==> src/rtl/phs_pkg.sv <==
// Shared types, constants and lane arithmetic for the packed halving lane datapath.
// Assumes the core pipeline supplies decoded operations and a resolved second operand.
package phs_pkg;

  localparam logic [3:0] STACK_PTR_IDX = 4'hd;
  localparam logic [3:0] PROG_CTR_IDX  = 4'hf;
  localparam logic [3:0] FLAGS_RST     = 4'h0;

  typedef enum logic [3:0] {
    OP_HALVE_ADD16     = 4'h0,
    OP_HALVE_ADD8      = 4'h1,
    OP_HALVE_ADD_SUB_X = 4'h2,
    OP_HALVE_SUB_ADD_X = 4'h3,
    OP_HALVE_SUB16     = 4'h4,
    OP_HALVE_SUB8      = 4'h5,
    OP_LANE_SUB16      = 4'h6,
    OP_LANE_SUB8       = 4'h7,
    OP_ADD_SUB_X       = 4'h8,
    OP_SUB_ADD_X       = 4'h9,
    OP_BIT_TEST        = 4'ha,
    OP_EQUIV_TEST      = 4'hb
  } phs_op_t;

  // The stack pointer and program counter may not be named by these operations.
  function automatic logic phs_resv_idx(input logic [3:0] idx);
    return (idx == STACK_PTR_IDX) || (idx == PROG_CTR_IDX);
  endfunction : phs_resv_idx

  typedef struct packed {
    logic n;
    logic z;
    logic c;
    logic v;
  } phs_flags_t;

  typedef struct packed {
    phs_op_t     op;
    logic        cond_pass;
    logic        dest_given;
    logic [3:0]  dest_idx;
    logic [3:0]  first_idx;
    logic [3:0]  second_idx;
    logic        second_is_reg;
    logic [31:0] first_val;
    logic [31:0] second_val;
    logic        shift_carry_valid;
    logic        shift_carry;
  } phs_req_t;

  // The sum or difference is kept one bit wider than the lane before halving.
  function automatic logic [15:0] phs_half16(input logic [15:0] a, input logic [15:0] b,
                                             input logic sub);
    logic [16:0] t;
    t = sub ? ({a[15], a} - {b[15], b}) : ({a[15], a} + {b[15], b});
    return t[16:1];
  endfunction : phs_half16

  function automatic logic [7:0] phs_half8(input logic [7:0] a, input logic [7:0] b,
                                           input logic sub);
    logic [8:0] t;
    t = sub ? ({a[7], a} - {b[7], b}) : ({a[7], a} + {b[7], b});
    return t[8:1];
  endfunction : phs_half8

endpackage : phs_pkg

==> src/rtl/phs_alu.sv <==
// Packed halving lane datapath with bit and equivalence tests, registered one stage.
// Assumes the pipeline presents one decoded request per cycle with req_valid high.
//
// Summary of operation
// - Halving add-sub exchange: upper = (first upper + second lower) halved.
// - Halving add-sub exchange: lower = (first lower - second upper) halved.
// - Halving sub-add exchange: upper = (first upper - second lower) halved.
// - Halving sub-add exchange: lower = (first lower + second upper) halved.
// - Lane operations never change any condition flag.
// - Halving halfword subtract halves each lane difference.
// - Halving byte subtract halves each of four byte differences.
// - Halfword subtract gives two plain signed differences.
// - Byte subtract gives four plain signed differences.
// - Add-sub exchange: upper = first upper + second lower; lower = difference.
// - Sub-add exchange: lower = crossed sum, upper = crossed difference, unhalved.
// - Bit test ANDs operands, sets flags, writes no register.
// - Equivalence test XORs operands, sets flags, discards the value.
// - Tests set negative and zero, carry from shifter, keep overflow.
// - After equivalence test, negative equals XOR of operand sign bits.
// - A failed condition commits neither result nor flags.
// - Without a destination the result goes to the first operand register.
`timescale 1ns/1ns
`default_nettype none
module phs_alu (
  input  wire logic              clk,
  input  wire logic              rst,
  input  wire logic              req_valid,
  input  wire phs_pkg::phs_req_t req,
  output logic                   done_q,
  output logic                   wr_en_q,
  output logic [3:0]             wr_idx_q,
  output logic [31:0]            wr_data_q,
  output logic                   reg_fault_q,
  output phs_pkg::phs_flags_t    flags_q
);

  ////////////////////////////////////////////////////////////////////////////////
  logic        is_test;
  logic        bad_reg;
  logic        commit;
  logic [31:0] lane_res;
  logic [31:0] test_val;

  phs_lane_unit u_lane (
    .op     (req.op),
    .a      (req.first_val),
    .b      (req.second_val),
    .result (lane_res)
  );

  assign is_test  = (req.op == phs_pkg::OP_BIT_TEST) || (req.op == phs_pkg::OP_EQUIV_TEST);
  assign test_val = (req.op == phs_pkg::OP_BIT_TEST)
                  ? (req.first_val & req.second_val)
                  : (req.first_val ^ req.second_val);

  // A forbidden register is refused rather than executed, so a bad encoding cannot
  // corrupt the register file or the flags.
  assign bad_reg = phs_pkg::phs_resv_idx(req.first_idx)
                || (req.second_is_reg && phs_pkg::phs_resv_idx(req.second_idx))
                || (!is_test && req.dest_given && phs_pkg::phs_resv_idx(req.dest_idx));

  assign commit = req_valid && req.cond_pass && !bad_reg;

  ////////////////////////////////////////////////////////////////////////////////
  always_ff @(posedge clk)
  begin
    if (rst)
    begin
      done_q      <= 1'b0;
      reg_fault_q <= 1'b0;
    end
    else
    begin
      done_q      <= req_valid;
      reg_fault_q <= req_valid && bad_reg;
    end
  end

  always_ff @(posedge clk)
  begin
    if (rst)
    begin
      wr_en_q   <= 1'b0;
      wr_idx_q  <= 4'h0;
      wr_data_q <= 32'h0;
    end
    else
    begin
      wr_en_q <= commit && !is_test;
      if (commit && !is_test)
      begin
        wr_idx_q  <= req.dest_given ? req.dest_idx : req.first_idx;
        wr_data_q <= lane_res;
      end
    end
  end

  // Only the tests touch the flags; the lane operations leave them as they were.
  always_ff @(posedge clk)
  begin
    if (rst)
      flags_q <= phs_pkg::FLAGS_RST;
    else if (commit && is_test)
    begin
      flags_q.n <= test_val[31];
      flags_q.z <= (test_val == 32'h0);
      if (req.shift_carry_valid)
        flags_q.c <= req.shift_carry;
    end
  end

  ////////////////////////////////////////////////////////////////////////////////
  phs_pkg::phs_req_t req_q;
  logic              commit_q;

  always_ff @(posedge clk)
  begin
    if (rst)
    begin
      req_q    <= '0;
      commit_q <= 1'b0;
    end
    else
    begin
      req_q    <= req;
      commit_q <= commit;
    end
  end
endmodule : phs_alu
`default_nettype wire

==> src/rtl/phs_lane_unit.sv <==
// Combinational packed lane arithmetic: one 32-bit result for each lane operation.
// Assumes operands are stable within the cycle; test operations yield zero here.
`timescale 1ns/1ns
`default_nettype none
module phs_lane_unit (
  input  wire phs_pkg::phs_op_t op,
  input  wire logic [31:0]      a,
  input  wire logic [31:0]      b,
  output logic [31:0]           result
);

  always_comb
  begin
    result = 32'h0;
    unique case (op)
      phs_pkg::OP_HALVE_ADD16:
        result = {phs_pkg::phs_half16(a[31:16], b[31:16], 1'b0),
                  phs_pkg::phs_half16(a[15:0], b[15:0], 1'b0)};
      phs_pkg::OP_HALVE_ADD8:
      begin
        for (int i = 0; i < 4; i++)
          result[i*8 +: 8] = phs_pkg::phs_half8(a[i*8 +: 8], b[i*8 +: 8], 1'b0);
      end
      phs_pkg::OP_HALVE_ADD_SUB_X:
        result = {phs_pkg::phs_half16(a[31:16], b[15:0], 1'b0),
                  phs_pkg::phs_half16(a[15:0], b[31:16], 1'b1)};
      phs_pkg::OP_HALVE_SUB_ADD_X:
        result = {phs_pkg::phs_half16(a[31:16], b[15:0], 1'b1),
                  phs_pkg::phs_half16(a[15:0], b[31:16], 1'b0)};
      phs_pkg::OP_HALVE_SUB16:
        result = {phs_pkg::phs_half16(a[31:16], b[31:16], 1'b1),
                  phs_pkg::phs_half16(a[15:0], b[15:0], 1'b1)};
      phs_pkg::OP_HALVE_SUB8:
      begin
        for (int i = 0; i < 4; i++)
          result[i*8 +: 8] = phs_pkg::phs_half8(a[i*8 +: 8], b[i*8 +: 8], 1'b1);
      end
      // Lanes are computed separately so no borrow can cross a lane boundary.
      phs_pkg::OP_LANE_SUB16:
        result = {a[31:16] - b[31:16], a[15:0] - b[15:0]};
      phs_pkg::OP_LANE_SUB8:
      begin
        for (int i = 0; i < 4; i++)
          result[i*8 +: 8] = a[i*8 +: 8] - b[i*8 +: 8];
      end
      phs_pkg::OP_ADD_SUB_X:
        result = {a[31:16] + b[15:0], a[15:0] - b[31:16]};
      phs_pkg::OP_SUB_ADD_X:
        result = {a[31:16] - b[15:0], a[15:0] + b[31:16]};
      default:
        result = 32'h0;
    endcase
  end

endmodule : phs_lane_unit
`default_nettype wire

==> config.mk <==
export PLATFORM = sky130hd
export DESIGN_NAME = phs_alu
export DESIGN_NICKNAME = d
export VERILOG_FILES = /design/src/rtl/phs_pkg.sv /design/src/rtl/phs_alu.sv /design/src/rtl/phs_lane_unit.sv
export SDC_FILE = /design/constraint.sdc
export NUM_CORES = 1
export LEC_CHECK = 0
export BUFFER_PORTS_ARGS = -buffer_cell sky130_fd_sc_hd__buf_2
export CELL_PAD_IN_SITES_DETAIL_PLACEMENT = 0
export CELL_PAD_IN_SITES_GLOBAL_PLACEMENT = 1
export CORE_UTILIZATION = 44
export CTS_CLUSTER_SIZE = 14
export DETAILED_ROUTE_END_ITERATION = 8
export HOLD_SLACK_MARGIN = 0.06
export PLACE_DENSITY_LB_ADDON = 0.1
export SLEW_MARGIN = 20
export SYNTH_ARGS = -nofsm -noshare
export SYNTH_HDL_FRONTEND = slang
export SYNTH_SLANG_ARGS = --single-unit
==> constraint.sdc <==
create_clock -name clk -period 5.77 [get_ports clk]
set_input_delay 1.154 -clock clk [delete_from_list [all_inputs] [get_ports clk]]
set_output_delay 1.154 -clock clk [all_outputs]
set_load 0.02 [all_outputs]
# Yosys cells after proc, flatten, opt, wreduce, memory -nomap -nowiden
# Cells that the tools add are included.
# op_classes
addsub,26
n_eq_ne,17
mux,3
bitwise_logic,2
reduce_logical,19
# ops
op,count
32-bit case mux with 10 select lines,1
16-bit by 16-bit adder with 17-bit output,4
16-bit by 16-bit subtractor with 17-bit output,4
16-bit subtractor,4
"4-bit == test, second input constant",10
8-bit by 8-bit adder with 9-bit output,4
8-bit by 8-bit subtractor with 9-bit output,4
16-bit adder,2
32-bit AND,1
32-bit logical NOT,1
32-bit two-way mux,1
8-bit subtractor,4
32-bit XOR,1
"4-bit by 3-bit == test with 1-bit output, second input constant",4
"4-bit by 2-bit == test with 1-bit output, second input constant",2
1-bit logical AND,8
1-bit logical OR,6
"4-bit by 1-bit == test with 1-bit output, second input constant",1
4-bit logical NOT,1
4-bit two-way mux,1
1-bit logical NOT,2
2-bit AND reduction,1
# word_totals
ff_bits,42
input_bits,88
output_inout_bits,43
elab_cells,75

# Longest topological paths before layout
# logic_depth
depth_word,10
ltp_mapped,19
mapped_depth_nobuf,18

# Modules after synthesis
# Synthesis repeated with hierarchy kept, for this count alone.
# hier_totals
hier_cells,1449
hier_area_um2,10362.4
# by_module_without_submodules
mod,instances,cells_each,area_per_inst_um2,seq_area_each_um2
phs_lane_unit,1,1202,8230.4,0.0
phs_alu,1,247,2132.0,840.8

# Worst setup path before layout
# OpenSTA, ideal clock, no wires.
# synth_path
kind,in2reg
from,input port req[20] in the netlist's numbering
to,register wr_data_q[15]
setup_time_ns,0.133
t_arrival_ns,4.716
required_time_ns,5.637
path_slack_ns,0.921
cell_stages,15
path_buffers,1
path_cell_list,clkbuf_1 > nor3_1 > nand3_1 > or3_1 > nor2b_1 > xnor2_1 > o21ai_0 > ha_1 > a41oi_1 > o21ai_0 > a2111oi_0 > or4b_2 > mux2i_1 > a222oi_1 > o31ai_1
# synth_via
elab_chain_cells,2
elab_cells_between_ends,5
classes_between,4 x add/sub; 1 x mux
# synth_lines
item,line_no,text
"start, declared",phs_alu.sv:28,"input wire phs_pkg::phs_req_t req,"
"16-bit adder, or another cell as far along",phs_lane_unit.sv:49,"result = {a[31:16] - b[15:0], a[15:0] + b[31:16]};"
32-bit case mux with 10 select lines (*),phs_lane_unit.sv:15,unique case (op)
"end signal, assigned",phs_alu.sv:93,wr_data_q <= lane_res;
"end, declared",phs_alu.sv:32,"output logic [31:0] wr_data_q,"
# Mark *: on every way between the ends. The rest lies on a longest branch, timed or not.
# A chain may end at the register's enable or synchronous reset.

# Worst setup path after layout
# layout_path
from,input port req[3] in the netlist's numbering
to,register wr_data_q[15]
# layout_via
elab_chain_cells,2
elab_cells_between_ends,4
classes_between,3 x add/sub; 1 x mux
# layout_lines
item,line_no,text
"16-bit subtractor, or another cell as far along",phs_lane_unit.sv:40,"result = {a[31:16] - b[31:16], a[15:0] - b[15:0]};"
32-bit case mux with 10 select lines (*),phs_lane_unit.sv:15,
# Marks and branches as above.

==> metrics.txt <==
# TYPE chip_impl_metric gauge
chip_impl_metric{name="dr_total_vias",unit=""} 11060
chip_impl_metric{name="finalCoreUtilization",unit=""} 0.5032
chip_impl_metric{name="pwr-share-clk",unit=""} 0.176
chip_impl_metric{name="grt_overflow_total",unit=""} 0
chip_impl_metric{name="fin_ws",unit="ps"} 546.2
chip_impl_metric{name="power_switching_share",unit=""} 0.4823
chip_impl_metric{name="io_pins",unit=""} 131
chip_impl_info{name="worst_setup_path_end_kind",value="register"} 1
chip_impl_metric{name="cap_violations",unit=""} 0
chip_impl_metric{name="fp.dieArea",unit="sq um"} 24280
chip_impl_metric{name="p_int",unit="mW"} 0.9759
chip_impl_metric{name="power_per_cell_area",unit="nW/um^2"} 163.5
chip_impl_metric{name="clock.fmax",unit="MHz"} 191.4
chip_impl_metric{name="worst_clock_skew",unit="ps"} 0
chip_impl_metric{name="layout-drive-gt1-share",unit=""} 0.1267
chip_impl_metric{name="core-area",unit="sq um"} 22920
chip_impl_metric{name="post-layout-total-power",unit="mW"} 1.885
chip_impl_metric{name="cts_hold_buffers",unit=""} 0
chip_impl_metric{name="synth_cells",unit=""} 1455
chip_impl_info{name="status",value="finished, final reports clean"} 1
chip_impl_metric{name="syn2layout_area_growth",unit="%"} 10.78
chip_impl_metric{name="final-max-slew-violation-count",unit=""} 0
chip_impl_metric{name="postCtsSetupRepairBufs",unit=""} 0
chip_impl_metric{name="post_synth_arst_share",unit=""} 0
chip_impl_metric{name="yosys_register_bits",unit=""} 42
chip_impl_metric{name="viasPerCell",unit=""} 5.971
chip_impl_metric{name="cts.clk_slew.worst_paths",unit="ps"} 70
chip_impl_metric{name="final_count_of_negative_setup_slack_endpoints",unit=""} 0
chip_impl_metric{name="numClockSinks",unit=""} 42
chip_impl_info{name="rsz0062_at_grt",value="false"} 1
chip_impl_metric{name="die-height",unit="um"} 155.8
chip_impl_metric{name="sequential_fraction_of_the_synthesis_area",unit=""} 0.08077
chip_impl_metric{name="first_pass_iters",unit=""} 6
chip_impl_metric{name="crit_required",unit="ps"} 5930
chip_impl_metric{name="timing.critical_path.fanout_max",unit=""} 7
chip_impl_info{name="synth_top_area_cell",value="sky130_fd_sc_hd__ha_1"} 1
chip_impl_info{name="min-delay-path-class",value="reg -> reg"} 1
chip_impl_metric{name="synth_cell_types",unit=""} 78
chip_impl_metric{name="rows",unit=""} 55
chip_impl_info{name="tritoncts",value="yes"} 1
chip_impl_metric{name="post-route-drc-count",unit=""} 0
chip_impl_metric{name="route.final.wire_length",unit="um"} 38360
chip_impl_metric{name="first_global_vias",unit=""} 10180
chip_impl_metric{name="synth_area_per_cell",unit="sq um"} 7.155
chip_impl_metric{name="grt_max_degree",unit=""} 28
chip_impl_metric{name="finalCritPeriodShare",unit=""} 0.9053
chip_impl_metric{name="cts_resized",unit=""} 0
chip_impl_metric{name="critPathArrivalTime",unit="ps"} 5380
chip_impl_metric{name="grt_pass1_wl",unit="um"} 57740
chip_impl_metric{name="clock_path_buffers",unit=""} 2
chip_impl_metric{name="edff_count_synth",unit=""} 0
chip_impl_metric{name="globalRouteTotalUtil",unit=""} 0.3118
chip_impl_metric{name="antenna-diode-count",unit=""} 0
chip_impl_metric{name="place_congestion",unit=""} 0.9266
chip_impl_info{name="clk_root_buffer_cell",value="sky130_fd_sc_hd__clkbuf_16"} 1
chip_impl_metric{name="start_util",unit=""} 0.4543
chip_impl_info{name="yosys-top-cells-area",value="sky130_fd_sc_hd__ha_1 18%, sky130_fd_sc_hd__xnor2_1 10%, sky130_fd_sc_hd__dfxtp_1 8.1%"} 1
chip_impl_metric{name="period_needed",unit="ps"} 5224
chip_impl_metric{name="yosys.area.top_type_share",unit=""} 0.1827
chip_impl_metric{name="tightest_slew",unit="ps"} 1128
chip_impl_metric{name="hpwlAfterDp",unit="um"} 30420
chip_impl_metric{name="final_number_of_hold_violating_endpoints",unit=""} 0
chip_impl_metric{name="synth.cell_area",unit="sq um"} 10410
chip_impl_metric{name="route.detailed.wl_per_inst",unit="um"} 20.71
chip_impl_metric{name="dpl_worst_slack",unit="ps"} 363.6
chip_impl_metric{name="timing.setup.tns",unit="ps"} 0
chip_impl_metric{name="switchingPower",unit="mW"} 0.9092
chip_impl_metric{name="cts_htree_levels",unit=""} 2
chip_impl_metric{name="syn_nets",unit=""} 1707
chip_impl_info{name="crit_path_category",value="in -> reg"} 1
chip_impl_metric{name="initialDrtViolationCount",unit=""} 872
chip_impl_metric{name="tritoncts.num_buffers",unit=""} 5
chip_impl_metric{name="vdd_ir_drop_max",unit="V"} 0.0001255
chip_impl_metric{name="net_count_reported_at_finish",unit=""} 1790
chip_impl_metric{name="place.port_buffers",unit=""} 128
chip_impl_metric{name="pwr-share-comb",unit=""} 0.658
chip_impl_metric{name="die_w",unit="um"} 155.8
chip_impl_metric{name="yosysWarnings",unit=""} 0
chip_impl_metric{name="timing.max_slew.rel_slack",unit=""} 0.2461
chip_impl_metric{name="clk_latency",unit="ps"} 300
chip_impl_metric{name="power_leakage",unit="nW"} 5.125
chip_impl_metric{name="route.antenna.remaining_nets",unit=""} 0
chip_impl_metric{name="power_frac_seq",unit=""} 0.166
chip_impl_info{name="dominantRegCellSynth",value="sky130_fd_sc_hd__dfxtp_1"} 1
chip_impl_metric{name="antenna_found_initial",unit=""} 0
chip_impl_info{name="cp-start-kind",value="input port"} 1
worst paths after layout:
check	startpoint	to	slack, ps	depth (start not counted)
max reg2reg	wr_data_q[28]	wr_data_q[28]	4500	4
min	wr_data_q[11]	wr_data_q[11]	450	2
max	req[3]	wr_data_q[15]	550	17
min reg2reg	wr_data_q[11]	wr_data_q[11]	450	2
critical path: stages:
cell	delay (ps)
sky130_fd_sc_hd__buf_2	150
sky130_fd_sc_hd__inv_1	170
sky130_fd_sc_hd__ha_1	340
sky130_fd_sc_hd__nand3_1	170
sky130_fd_sc_hd__nor3_1	280
sky130_fd_sc_hd__xnor2_1	140
sky130_fd_sc_hd__o21ai_0	280
sky130_fd_sc_hd__ha_1	260
sky130_fd_sc_hd__nor4_1	70
sky130_fd_sc_hd__o21ai_0	170
sky130_fd_sc_hd__a41oi_1	240
sky130_fd_sc_hd__o21ai_0	450
sky130_fd_sc_hd__a2111oi_0	210
sky130_fd_sc_hd__or4b_2	710
sky130_fd_sc_hd__mux2i_1	150
sky130_fd_sc_hd__a222oi_1	310
sky130_fd_sc_hd__o31ai_1	130
registers in the layout, indices dropped and copies added (netlist names):
signal / cells
reg_fault_q: 1
wr_en_q: 1
done_q: 1
wr_data_q: 32
wr_idx_q: 4
flags_q: 3
stage by stage:
| step | instance area, sq um | std cells | hold slack [ps] |
|---|---|---|---|
| 5_1_grt | 11530 | 1852 | 483.4 |
| 6_report | 11530 | 1852 | 453.0 |
| 2_1_floorplan | 10410 | 1455 | 532.6 |
| 3_3_place_gp | 11380 | 1844 | 429.1 |
| 3_5_place_dp | 11380 | 1844 | 441.4 |
| 4_1_cts | 11530 | 1852 | 458.9 |
cell type report:
cell class	instances	area [sq um]
Clock buffer	5	125.1
Clock inverter	3	25.02
Fill cell	2426	11380
Inverter	63	236.5
Multi-Input combinational cell	1267	9040
Sequential cell	42	840.8
Tap cell	313	391.6
Timing Repair Buffer	159	873.3
power groups by stage:
stage,sequential (mW),combinational [mW],clock (mW)
finish,0.314,1.24,0.332
floorplan,0.340,0.869,0
global route,0.315,1.36,0.348
global placement,0.320,1.21,0
CTS,0.314,1.22,0.338
detailed placement,0.320,1.21,0
placed cells by master, fill, tap and decap left out, drive strengths merged, types with 21 or more instances in the layout:
cell / n
a21o: 41
nor2: 142
xor2: 47
dfxtp: 42
nand2: 135
a21oi: 112
buf: 159
o21ai: 104
a221oi: 24
inv: 64
xnor2: 124
nor3: 50
ha: 152
nand3: 21
nor2b: 24
synth_stat cells (21+ instances only):
master and instances:
sky130_fd_sc_hd__xor2_1 47, sky130_fd_sc_hd__nor2b_1 24, sky130_fd_sc_hd__inv_1 63, sky130_fd_sc_hd__a21oi_1 112, sky130_fd_sc_hd__nand2_1 135, sky130_fd_sc_hd__a221oi_1 24, sky130_fd_sc_hd__nor3_1 48, sky130_fd_sc_hd__dfxtp_1 42
sky130_fd_sc_hd__nand3_1 21, sky130_fd_sc_hd__o21ai_0 103, sky130_fd_sc_hd__nor2_1 142, sky130_fd_sc_hd__a21o_1 41, sky130_fd_sc_hd__xnor2_1 124, sky130_fd_sc_hd__clkbuf_1 66, sky130_fd_sc_hd__ha_1 152
cells by family (layout without fill, tap and decap cells):
logic type | after synthesis | count (layout) | synth area share
other cells | 1 | 1 | 0.0003602
fa+ha+maj | 164 | 164 | 0.2058
buf+inv | 146 | 230 | 0.05553
compound gates | 439 | 439 | 0.2744
flops | 42 | 42 | 0.08077
simple gates | 471 | 471 | 0.2189
xor+xnor | 171 | 171 | 0.1439
mux | 21 | 21 | 0.02043
metal layers:
metal | up-vias | wire length (um) | track usage
li1 | 5442 | - | -
met1 | 5134 | 17430 | 0.4307
met3 | 41 | 3105 | 0.04083
met2 | 442 | 17140 | 0.5119
met4 | 0 | 686 | 0.06863
met5 | - | 0 | 0
Power figures use the tool's default switching activity.
